## src/verilog/monitor_defs.svh

```systemverilog
`ifndef MONITOR_DEFS_SVH
`define MONITOR_DEFS_SVH

// register pointers
`define ADDR_CFG 8'h00
`define ADDR_FLAGS 8'h01
`define ADDR_GATING 8'h02
`define ADDR_SHUNT 8'h03
`define ADDR_OVLIM 8'h12

// reset values
`define CFG_RESET 16'h399f
`define FLAGS_RESET 16'h0000
`define GATING_RESET 16'h0000
`define OVLIM_RESET 16'h0000
`define ZERO16 16'h0000

// configuration fields
`define CFG_RST_BIT 15
`define CFG_GAIN_HI 12
`define CFG_GAIN_LO 11
`define CFG_MODE_HI 2
`define CFG_MODE_LO 0
`define MODE_POWER_DOWN 3'h0
`define MODE_ADC_OFF 3'h4

// over-limit control fields
`define OVLIM_POL_BIT 0
`define OVLIM_LATCH_BIT 1

// status flag positions
`define FLAG_HIT_HI 15
`define FLAG_HIT_LO 6
`define FLAG_WARN_HI 15
`define FLAG_WARN_LO 11
`define FLAG_LIMIT_HI 10
`define FLAG_LIMIT_LO 8
`define FLAG_SEVERE_HI 7
`define FLAG_SEVERE_LO 6
`define FLAG_GATED_LO 5
`define FLAG_CONV 5
`define FLAG_ALERT 4
`define FLAG_MATH 3
`define FLAG_UNUSED_HI 2

// gating fields
`define GATE_ALERT_EN 3
`define GATE_SEVERE_EN 2
`define GATE_LIMIT_EN 1
`define GATE_WARN_EN 0

// shunt span per gain, in counts of 10 uV
`define SHUNT_POS_DIV8 16'sh7d00
`define SHUNT_NEG_DIV8 16'sh8300
`define SHUNT_POS_DIV4 16'sh3e80
`define SHUNT_NEG_DIV4 16'shc180
`define SHUNT_POS_DIV2 16'sh1f40
`define SHUNT_NEG_DIV2 16'she0c0
`define SHUNT_POS_X1 16'sh0fa0
`define SHUNT_NEG_X1 16'shf060

`endif

```

## src/verilog/monitor_pkg.sv

```systemverilog
package monitor_pkg;
  typedef enum logic [1:0]
  {
    GAIN_X1 = 2'b00,
    GAIN_DIV2 = 2'b01,
    GAIN_DIV4 = 2'b10,
    GAIN_DIV8 = 2'b11
  } shunt_gain_select_t;
endpackage

```

## src/verilog/shunt_if.sv

```systemverilog
`timescale 1ns/1ps
`default_nettype none
interface shunt_if;
  import monitor_pkg::*;
  logic signed [15:0] raw;
  logic raw_valid;
  shunt_gain_select_t gain;
  logic [15:0] result;
  modport source (output raw, output raw_valid, output gain, input result);
  modport clamp (input raw, input raw_valid, input gain, output result);
endinterface
`default_nettype wire

```

## src/verilog/shunt_clamp.sv

```systemverilog
`timescale 1ns/1ps
`default_nettype none
`include "monitor_defs.svh"
module shunt_clamp (
  input wire logic core_clk,
  input wire logic reset_n,
  input wire logic ce,
  shunt_if.clamp sh
);
  import monitor_pkg::*;

  typedef struct packed {
    logic [15:0] result;
  } clamp_state_t;

  clamp_state_t s_reg;
  clamp_state_t s_next;
  logic signed [15:0] pos_lim;
  logic signed [15:0] neg_lim;

  always_comb
  begin
    unique case (sh.gain)
      GAIN_DIV8:
      begin
        pos_lim = `SHUNT_POS_DIV8;
        neg_lim = `SHUNT_NEG_DIV8;
      end
      GAIN_DIV4:
      begin
        pos_lim = `SHUNT_POS_DIV4;
        neg_lim = `SHUNT_NEG_DIV4;
      end
      GAIN_DIV2:
      begin
        pos_lim = `SHUNT_POS_DIV2;
        neg_lim = `SHUNT_NEG_DIV2;
      end
      GAIN_X1:
      begin
        pos_lim = `SHUNT_POS_X1;
        neg_lim = `SHUNT_NEG_X1;
      end
    endcase
  end

  // saturating at the span keeps every sign position equal to the sign
  always_comb
  begin
    s_next = s_reg;
    if (ce && sh.raw_valid)
    begin
      if (sh.raw > pos_lim)
        s_next.result = pos_lim;
      else if (sh.raw < neg_lim)
        s_next.result = neg_lim;
      else
        s_next.result = sh.raw;
    end
  end

  always_ff @(posedge core_clk or negedge reset_n)
  begin
    if (!reset_n)
      s_reg <= '0;
    else
      s_reg <= s_next;
  end

  assign sh.result = s_reg.result;
endmodule
`default_nettype wire

```

## src/verilog/monitor_status_alert_regs.sv

```systemverilog
`timescale 1ns/1ps
`default_nettype none
`include "monitor_defs.svh"
// Function
// - limit flags set on violation; hold while their latch enable is on
// - status read clears flags; a still-violated limit sets again at once
// - bit 15 bus high warning, bit 14 bus low warning
// - bit 13 power warning
// - bit 12 shunt positive warning, bit 11 shunt negative warning
// - bit 10 bus high over-limit, bit 9 bus low over-limit
// - bit 8 power over-limit
// - bit 7 shunt positive severe, bit 6 shunt negative severe
// - bit 5 sets only once a whole conversion cycle finished
// - bit 5 clears on config write (not off modes), status read, convert pin
// - bit 4 clears only on status read or alert disable
// - bit 3 marks arithmetic overflow and drives no watchdog pin
// - gating bits 5..15 gate same status bit from alert, not from setting
// - a zero gating bit blocks its flag's alert, not the flag; all gating bits reset to zero
// - gating bit 3 enables the alert output, reset zero
// - gating bits 2,1,0 enable severe, limit, warn pins; reset zero
// - shunt result is 16-bit two's complement with equal sign bits
// - divide-by-8: sign bit 15 only, span 32000 counts
// - divide-by-4: sign bits 15..14, span 16000 counts
// - divide-by-2: sign bits 15..13, span 8000 counts
// - gain one: sign bits 15..12, span 4000 counts
// - gain field is two config bits, default divide-by-8
// - over-limit pin latch and polarity sit in register 12h
module monitor_status_alert_regs #(
  parameter int DATA_W = 16
) (
  input wire logic core_clk,
  input wire logic reset_n,
  input wire logic ce,
  input wire logic [7:0] reg_addr,
  input wire logic reg_wr,
  input wire logic [DATA_W-1:0] reg_wdata,
  input wire logic reg_rd,
  output logic [DATA_W-1:0] reg_rdata,
  input wire logic [15:6] limit_hit,
  input wire logic warn_latch_en,
  input wire logic severe_latch_en,
  input wire logic conv_done,
  input wire logic math_overflow,
  input wire logic signed [DATA_W-1:0] shunt_raw,
  input wire logic shunt_raw_valid,
  input wire logic convert_pin,
  output logic [DATA_W-1:0] cfg_out,
  output logic smbus_alert_n,
  output logic warn_pin,
  output logic limit_pin,
  output logic severe_pin
);
  import monitor_pkg::*;

  generate
    if (DATA_W != 16)
    begin : g_width_check
      $error("registers are 16 bits wide");
    end
  endgenerate

  typedef struct packed {
    logic [15:0] flags;
    logic [15:0] gating;
    logic [15:0] cfg_word;
    logic [15:0] ovlim_ctl;
    logic [15:0] rdata;
    logic [2:0] conv_sync;
    logic alert_n;
    logic warn;
    logic limit;
    logic severe;
  } mon_state_t;

  localparam mon_state_t STATE_RESET = '{
    flags: `FLAGS_RESET,
    gating: `GATING_RESET,
    cfg_word: `CFG_RESET,
    ovlim_ctl: `OVLIM_RESET,
    rdata: `ZERO16,
    conv_sync: 3'h0,
    alert_n: 1'b1,
    warn: 1'b0,
    limit: 1'b0,
    severe: 1'b0
  };

  mon_state_t s_reg;
  mon_state_t s_next;
  shunt_if sh ();

  logic rd_status;
  logic cfg_write;
  logic cfg_clears_conv;
  logic conv_edge;
  logic [15:6] latch_hold;
  logic alert_cond;
  logic [2:0] wr_mode;

  assign sh.raw = shunt_raw;
  assign sh.raw_valid = shunt_raw_valid;
  assign sh.gain = shunt_gain_select_t'(s_reg.cfg_word[`CFG_GAIN_HI:`CFG_GAIN_LO]);

  shunt_clamp u_clamp (
    .core_clk(core_clk),
    .reset_n(reset_n),
    .ce(ce),
    .sh(sh)
  );

  always_comb
  begin
    rd_status = reg_rd && (reg_addr == `ADDR_FLAGS);
    cfg_write = reg_wr && (reg_addr == `ADDR_CFG);
    wr_mode = reg_wdata[`CFG_MODE_HI:`CFG_MODE_LO];
    // off modes leave the last conversion marked ready
    cfg_clears_conv = cfg_write && (wr_mode != `MODE_POWER_DOWN) && (wr_mode != `MODE_ADC_OFF);
    // edge taken between second and third stage, never from the first
    conv_edge = s_reg.conv_sync[1] && !s_reg.conv_sync[2];
    latch_hold[`FLAG_WARN_HI:`FLAG_WARN_LO] = {5{warn_latch_en}};
    latch_hold[`FLAG_LIMIT_HI:`FLAG_LIMIT_LO] = {3{s_reg.ovlim_ctl[`OVLIM_LATCH_BIT]}};
    latch_hold[`FLAG_SEVERE_HI:`FLAG_SEVERE_LO] = {2{severe_latch_en}};
  end

  always_comb
  begin
    alert_cond = 1'b0;
    s_next = s_reg;
    if (ce)
    begin
      s_next.conv_sync = {s_reg.conv_sync[1:0], convert_pin};

      // comparator flags: transparent unless latched; set beats read clear
      s_next.flags[`FLAG_HIT_HI:`FLAG_HIT_LO] = limit_hit
        | (latch_hold & s_reg.flags[`FLAG_HIT_HI:`FLAG_HIT_LO] & {10{!rd_status}});
      s_next.flags[`FLAG_CONV] = conv_done
        | (s_reg.flags[`FLAG_CONV] & !(rd_status || cfg_clears_conv || conv_edge));
      s_next.flags[`FLAG_MATH] = math_overflow | (s_reg.flags[`FLAG_MATH] & !rd_status);
      s_next.flags[`FLAG_UNUSED_HI:0] = 3'h0;

      if (reg_wr && reg_addr == `ADDR_GATING)
        s_next.gating = reg_wdata;
      if (reg_wr && reg_addr == `ADDR_OVLIM)
        s_next.ovlim_ctl = reg_wdata;
      if (cfg_write)
        s_next.cfg_word = reg_wdata;
      // self-clearing reset bit returns flags, gating, config and over-limit control to power-on values
      if (cfg_write && reg_wdata[`CFG_RST_BIT])
      begin
        // an event in the reset cycle still sets its flag, as after power-up
        s_next.flags = `FLAGS_RESET | {limit_hit, conv_done, 1'b0, math_overflow, 3'h0};
        s_next.gating = `GATING_RESET;
        s_next.cfg_word = `CFG_RESET;
        s_next.ovlim_ctl = `OVLIM_RESET;
      end
      s_next.gating[`FLAG_ALERT] = 1'b0;

      // gating blocks the alert only, never the flag itself
      alert_cond = s_next.gating[`GATE_ALERT_EN]
        && |(s_next.flags[`FLAG_HIT_HI:`FLAG_GATED_LO] & s_next.gating[`FLAG_HIT_HI:`FLAG_GATED_LO]);
      s_next.flags[`FLAG_ALERT] = alert_cond
        | (s_reg.flags[`FLAG_ALERT] & !rd_status & s_next.gating[`GATE_ALERT_EN]);
      s_next.alert_n = !alert_cond;

      // pins see comparator groups only; math overrun is left out
      s_next.warn = s_next.gating[`GATE_WARN_EN]
        && |s_next.flags[`FLAG_WARN_HI:`FLAG_WARN_LO];
      s_next.limit = (s_next.gating[`GATE_LIMIT_EN]
        && |s_next.flags[`FLAG_LIMIT_HI:`FLAG_LIMIT_LO]) ^ s_next.ovlim_ctl[`OVLIM_POL_BIT];
      s_next.severe = s_next.gating[`GATE_SEVERE_EN]
        && |s_next.flags[`FLAG_SEVERE_HI:`FLAG_SEVERE_LO];

      if (reg_rd)
      begin
        unique case (reg_addr)
          `ADDR_CFG: s_next.rdata = s_reg.cfg_word;
          `ADDR_FLAGS: s_next.rdata = s_reg.flags;
          `ADDR_GATING: s_next.rdata = s_reg.gating;
          `ADDR_SHUNT: s_next.rdata = sh.result;
          `ADDR_OVLIM: s_next.rdata = s_reg.ovlim_ctl;
          default: s_next.rdata = `ZERO16;
        endcase
      end
    end
  end

  always_ff @(posedge core_clk or negedge reset_n)
  begin
    if (!reset_n)
      s_reg <= STATE_RESET;
    else
      s_reg <= s_next;
  end

  always_comb
  begin
    reg_rdata = s_reg.rdata;
    cfg_out = s_reg.cfg_word;
    smbus_alert_n = s_reg.alert_n;
    warn_pin = s_reg.warn;
    limit_pin = s_reg.limit;
    severe_pin = s_reg.severe;
  end
endmodule
`default_nettype wire

```

## config.mk

```make
export PLATFORM = sky130hd
export DESIGN_NAME = monitor_status_alert_regs
export DESIGN_NICKNAME = d
export VERILOG_FILES = /design/src/verilog/monitor_pkg.sv /design/src/verilog/shunt_if.sv /design/src/verilog/shunt_clamp.sv /design/src/verilog/monitor_status_alert_regs.sv
export VERILOG_INCLUDE_DIRS = /design/src /design/src/verilog
export SDC_FILE = /design/constraint.sdc
export NUM_CORES = 1
export LEC_CHECK = 0
export ABC_AREA = 1
export ABC_CLOCK_PERIOD_IN_PS = 3950
export CAP_MARGIN = 0
export CORE_MARGIN = 4
export CORE_UTILIZATION = 55
export CTS_CLUSTER_SIZE = 20
export DETAILED_ROUTE_END_ITERATION = 10
export DONT_BUFFER_PORTS = 1
export MAX_ROUTING_LAYER = met4
export PLACE_DENSITY = 0.69
export SKIP_LAST_GASP = 1
export SYNTH_ARGS = -nofsm -noshare
export SYNTH_HDL_FRONTEND = slang
export SYNTH_SLANG_ARGS = --single-unit
```

## constraint.sdc

```tcl
create_clock -name core_clk -period 3.95 [get_ports core_clk]
set_input_delay 0.1975 -clock core_clk [delete_from_list [all_inputs] [get_ports core_clk]]
set_output_delay 0.1975 -clock core_clk [all_outputs]
set_load 0.005 [all_outputs]
```

==> flow_summary.ini, run 1 <==
[outcome]
outcome = finished, final reports clean

[synthesis]
ys_top_cells_by_count = nand2_1, inv_1, dfrtp_1
syn_nets = 839
yosysTopAreaCellShare_pct = 37.8
synthCells = 755
ys_warn_count = 0
synth_most_common_cell = nand2_1
synth-seq-cells = 99
syn_avg_cell_area_um2 = 7.72
synth.distinct_cells = 43
yosysSeqAreaShare_pct = 42.7
synth_ff_type = dfrtp_1
ys_async_sr_fraction_pct = 100
netlist_area_um2 = 5830
synth_edf_count = 0
ys_top_cells_by_area = dfrtp_1, nand2_1, inv_1
synth_top_area_cell = dfrtp_1

[floorplan]
fp.dieH_um = 111
boundaryPins = 97
core_um2 = 10300
dieArea_um2 = 12300
start_util_pct = 56.5
dieWidth_um = 111
placement_rows = 37

[place]
gp_congestion = 0.936
dp_cells = 832
dp_worst_setup_slack_ns = 0.629
dp_hpwl_um = 12100
portBuffers = 0
place_area_um2 = 5620

[run]
maxCapViolCount = 0

[cells_and_area]
final_layout_size_suffix_gt1_share_pct = 6.19
nFillCells = 1004
antenna_cells = 0
fin_nets = 806
fin_cells = 863
syn_to_final_growth_pct = 2.83
largest_reg_flops = 46
finalInstanceArea_um2 = 5990

[routing]
drtIter0Drc = 411
vias = 5008
viasPerCell = 5.80
drt-total-wl_um = 16800
drtAntennaViolNets = 0
wire_per_inst_um = 19.5
drtPass1Iterations = 5
drc_errors = 0

[power]
ir_drop_mv = 0.279
power_w = 0.00218
power.density_nw_per_um2 = 364
leakage_nw = 3.08

[worst_hold_path]
hold_path.class = in2reg

[clock_network]
cts-root-buf = clkbuf_8
post_cts_buffers = 0
cts_sinks = 99
clk_pin_slew_ns = 0.10
cts_tree = built
numCtsBuffers = 9
holdBufCountCts = 15
clk_latency_ns = 0.38
cts-resized-gates = 0
cts-htree-levels = 3
clockBufferDepth = 2

[setup_path]
reg2reg_slack_ns = 0.51
cpMaxStageDelayCell = dfstp_2
worst_ep_arrival_time_ns = 3.77
cp_top_family = adder cells
slowest_delay_ns = 0.62
cp-end-kind = flop
crit_type = reg2reg
worst_setup_path_start_kind = flop
path_buf_inv = 3
cp_cell_sequence = inv_1, ha_1, inv_1, ha_1, nand2_1, o21ai_0, a31oi_1, nand3b_1, a21oi_1, o21ai_0, ha_1, clkinv_1, nor2_1, a21oi_1, a21oi_1, o31ai_1, nand2_1
cp_data_required_time_ns = 4.28
cp_max_fo = 10

[global_routing]
grt_remaining_overflow = 0
grt_use_total_pct = 28.8
grt_pass1_vias = 4944
antenna_found_initial = 0
grt_max_degree = 100
grt_first_pass_wirelength_um = 27200

[sta]
setup_viol = 0
min_period_ns = 3.44
fin_crit_sh_pct = 87.2
worst_pin_slew_ns = 0.854
finalSetupTns_ns = 0
fin_skew_ns = 0.0120
slew_headroom_pct = 42.9
rsz0062_at_grt = false
setup_ws_ns = 0.507
fmax_mhz = 290
hold_violations = 0
slew_violations = 0
cells in the final DEF, fill, tap and decap left out, drive strengths merged:
cell           n
nor3           3
o21ai         79
dfstp         11
nor4           1
ha            23
o2111ai        1
o32ai          1
a211oi         2
a221oi        11
o21bai         6
o31ai          6
nor2          58
nand3         38
dfrtp         88
dlygate4sd3   13
nand4          5
a22oi          2
o32a           1
buf            4
clkinv         6
nand3b         3
nand2        181
a21o           2
a31oi          1
a21oi         40
o211ai         1
o22ai         23
inv          102
clkbuf        15
worst paths after layout:
check / from / end / cells past startpoint
hold / removal: reg_wdata[1] / latch_hold[8] / 2
setup reg to reg: cfg_out[11] / u_clamp.sh.result[13] / 17
max in group asynchronous: reset_n / cfg_out[11] / 2
min in group asynchronous: reset_n / u_clamp.sh.result[3] / 2
setup / recovery: cfg_out[11] / u_clamp.sh.result[13] / 17
hold reg to reg: u_clamp.sh.result[12] / u_clamp.sh.result[12] / 2
final cells by class:
type / instances / area, um^2 / share of cell area (%)
clock buffers: 15 / 186 / 3.11
clock inverters: 1 / 5.00 / 0.0835
inverters: 107 / 402 / 6.70
multi-input cells: 488 / 2550 / 42.5
flip-flops and latches: 99 / 2490 / 41.6
well taps: 136 / 170 / 2.84
repair buffers: 17 / 193 / 3.22
metal layers:
| layer | share of wire, % | vias up | wire [um] | track usage (%) |
|---|---|---|---|---|
| met4 | 2.1 | 0 | 354 | 7.96 |
| met3 | 7.3 | 31 | 1230 | 7.10 |
| met1 | 44 | 2430 | 7380 | 39.0 |
| met2 | 47 | 183 | 7880 | 43.6 |
| met5 | 0 | - | 0 | - |
| li1 | - | 2364 | - | - |
kinds of logic after synthesis:
family,Yosys count,synth area share [%]
compound gates,176,17.4
fa+ha+maj,23,4.94
buf+inv,168,13.6
flops,99,42.7
simple gates,289,21.3
metrics by stage:
stage	util, %	hold WS [ns]
2_1_floorplan	-	-0.0981
3_3_place_gp	54.5	-0.0950
3_5_place_dp	54.5	-0.0955
4_1_cts	58.1	0.00694
5_1_grt	58.1	0.00672
6_report	58.1	0.0285
where the power goes:
| group | internal (W) | switching [W] |
|---|---|---|
| Combinational | 0.000122 | 0.000225 |
| Sequential | 0.00111 | 0.0000690 |
| Clock | 0.000298 | 0.000351 |
No activity file was read; power rests on OpenSTA's default activity.
==> inputs of run 2 (changes only) <==
--- a/config.mk
+++ b/config.mk
@@ -9,7 +9,7 @@
 export ABC_AREA = 1
 export ABC_CLOCK_PERIOD_IN_PS = 3950
 export CAP_MARGIN = 0
-export CORE_MARGIN = 4
+export CORE_MARGIN = 5
 export CORE_UTILIZATION = 55
 export CTS_CLUSTER_SIZE = 20
 export DETAILED_ROUTE_END_ITERATION = 10
==> flow_summary.ini, run 2 (same netlist as run 1, synthesis figures left out) <==
[clock_network]
cts-resized-gates = 0
clk_pin_slew_ns = 0.11
cts-htree-levels = 3
cts_sinks = 99
clockBufferDepth = 2
clk_latency_ns = 0.38
numCtsBuffers = 9
cts_tree = built
cts-root-buf = clkbuf_8

[sta]
fmax_mhz = 304
finalSetupTns_ns = 0
worst_pin_slew_ns = 0.848
setup_viol = 0
slew_headroom_pct = 43.3
slew_violations = 0
rsz0062_at_grt = false
hold_violations = 0
setup_ws_ns = 0.657
min_period_ns = 3.29
fin_crit_sh_pct = 83.4
fin_skew_ns = 0.0138

[worst_hold_path]
hold_depth = 2
min_from = reg_wdata[4]
hold_end = s_reg[27]
hold_path.class = in2reg

[floorplan]
fp.dieH_um = 113
dieArea_um2 = 12800
start_util_pct = 56.5
dieWidth_um = 113
boundaryPins = 97
core_um2 = 10300
placement_rows = 37

[cells_and_area]
largest_reg_flops = 46
antenna_cells = 0
final_layout_size_suffix_gt1_share_pct = 6.50
layout_common_cells = nand2_1, inv_1, dfrtp_1
final_common_cell = nand2_1
fin_nets = 802
nFillCells = 961
syn_to_final_growth_pct = 2.02

[routing]
drt-total-wl_um = 16600
drtAntennaViolNets = 0
drtIter0Drc = 424
drc_errors = 0
vias = 4988
viasPerCell = 5.81
drtPass1Iterations = 7
wire_per_inst_um = 19.3

[run]
maxCapViolCount = 0

[place]
portBuffers = 0
dp_hpwl_um = 12100
dp_worst_setup_slack_ns = 0.719
gp_congestion = 0.883

[outcome]
outcome = finished, final reports clean

[setup_path]
cp_max_fo = 10
worst_setup_path_start_kind = flop
cp-end-kind = flop
cp_data_required_time_ns = 4.27
timing.rr.start = cfg_out[11]
reg2reg_slack_ns = 0.66
worst_ep_arrival_time_ns = 3.61
r2r_end = u_clamp.sh.result[13]
crit_type = reg2reg
rr_worst_depth = 16

[global_routing]
grt_max_degree = 100
grt_use_total_pct = 27.0
grt_first_pass_wirelength_um = 26100
grt_pass1_vias = 4997
antenna_found_initial = 0
grt_remaining_overflow = 0

[power]
leakage_nw = 3.05
power.density_nw_per_um2 = 364
ir_drop_mv = 0.187
[run 2: worst max-delay path, cell delays in order, from the launching register on]
cell	delay, ns
dfstp_2	0.62
ha_1	0.35
inv_1	0.16
ha_1	0.34
a21oi_1	0.07
nand2_1	0.05
a31oi_1	0.04
nand3b_1	0.16
a21oi_1	0.12
o21ai_0	0.09
ha_1	0.39
clkinv_1	0.28
nor2_1	0.21
a21oi_1	0.06
a21oi_1	0.14
o31ai_1	0.10
nand2_1	0.07
[run 2: where the power goes]
part	internal [W]	total, W	switching, W	leakage, nW
logic	0.000119	0.000339	0.000220	1.77
clock network	0.000257	0.000645	0.000387	0.0925
registers	0.00111	0.00118	0.0000688	1.20
[run 2: layout make-up]
class                           instances  area, um^2  area share [%]
Clock buffer                           11         141            2.38
Clock inverter                          5        45.0           0.758
Inverter                              107         402            6.76
Multi-Input combinational cell        488        2550            42.8
Sequential cell                        99        2490            41.9
Tap cell                              136         170            2.86
Timing Repair Buffer                   13         150            2.53
[run 2: per-layer routing]
metal	up-vias	track usage, %	share of wire [%]
met2	208	41.2	46
met4	0	10.7	3.3
li1	2348	-	-
met1	2382	35.0	42
met3	50	6.20	8.0
met5	-	-	0
[run 2: metrics by stage]
| stage | area (um^2) | util (%) | std cells | hold slack [ns] | total power [W] |
|---|---|---|---|---|---|
| after floorplan | 5830 | - | 755 | -0.0981 | 0.00144 |
| after global placement | 5630 | 54.6 | 833 | -0.0946 | 0.00149 |
| after detailed placement | 5630 | 54.6 | 833 | -0.0954 | 0.00150 |
| after CTS | 5950 | 57.6 | 859 | 0.0106 | 0.00217 |
| after global routing | 5950 | 57.6 | 859 | 0.00524 | 0.00227 |
| final | 5950 | 57.6 | 859 | 0.00470 | 0.00217 |
[run 2: timing repair]
item / 4_1_cts / 5_1_grt
setup buffers: 0 / 0
hold buffers: 10 / 0
hold endpoints to repair: 135 / 0
[run 2: worst max-delay path by stage]
stage	startpoint	end	slack, ns	cells after the start
global placement	cfg_out[11]	u_clamp.sh.result[13]	0.78	17
CTS	cfg_out[11]	u_clamp.sh.result[13]	0.68	17
finish	cfg_out[11]	u_clamp.sh.result[13]	0.66	16
global route	cfg_out[12]	u_clamp.sh.result[12]	0.41	18
floorplan	cfg_out[11]	u_clamp.sh.result[13]	1.05	17
detailed placement	cfg_out[11]	u_clamp.sh.result[13]	0.72	17
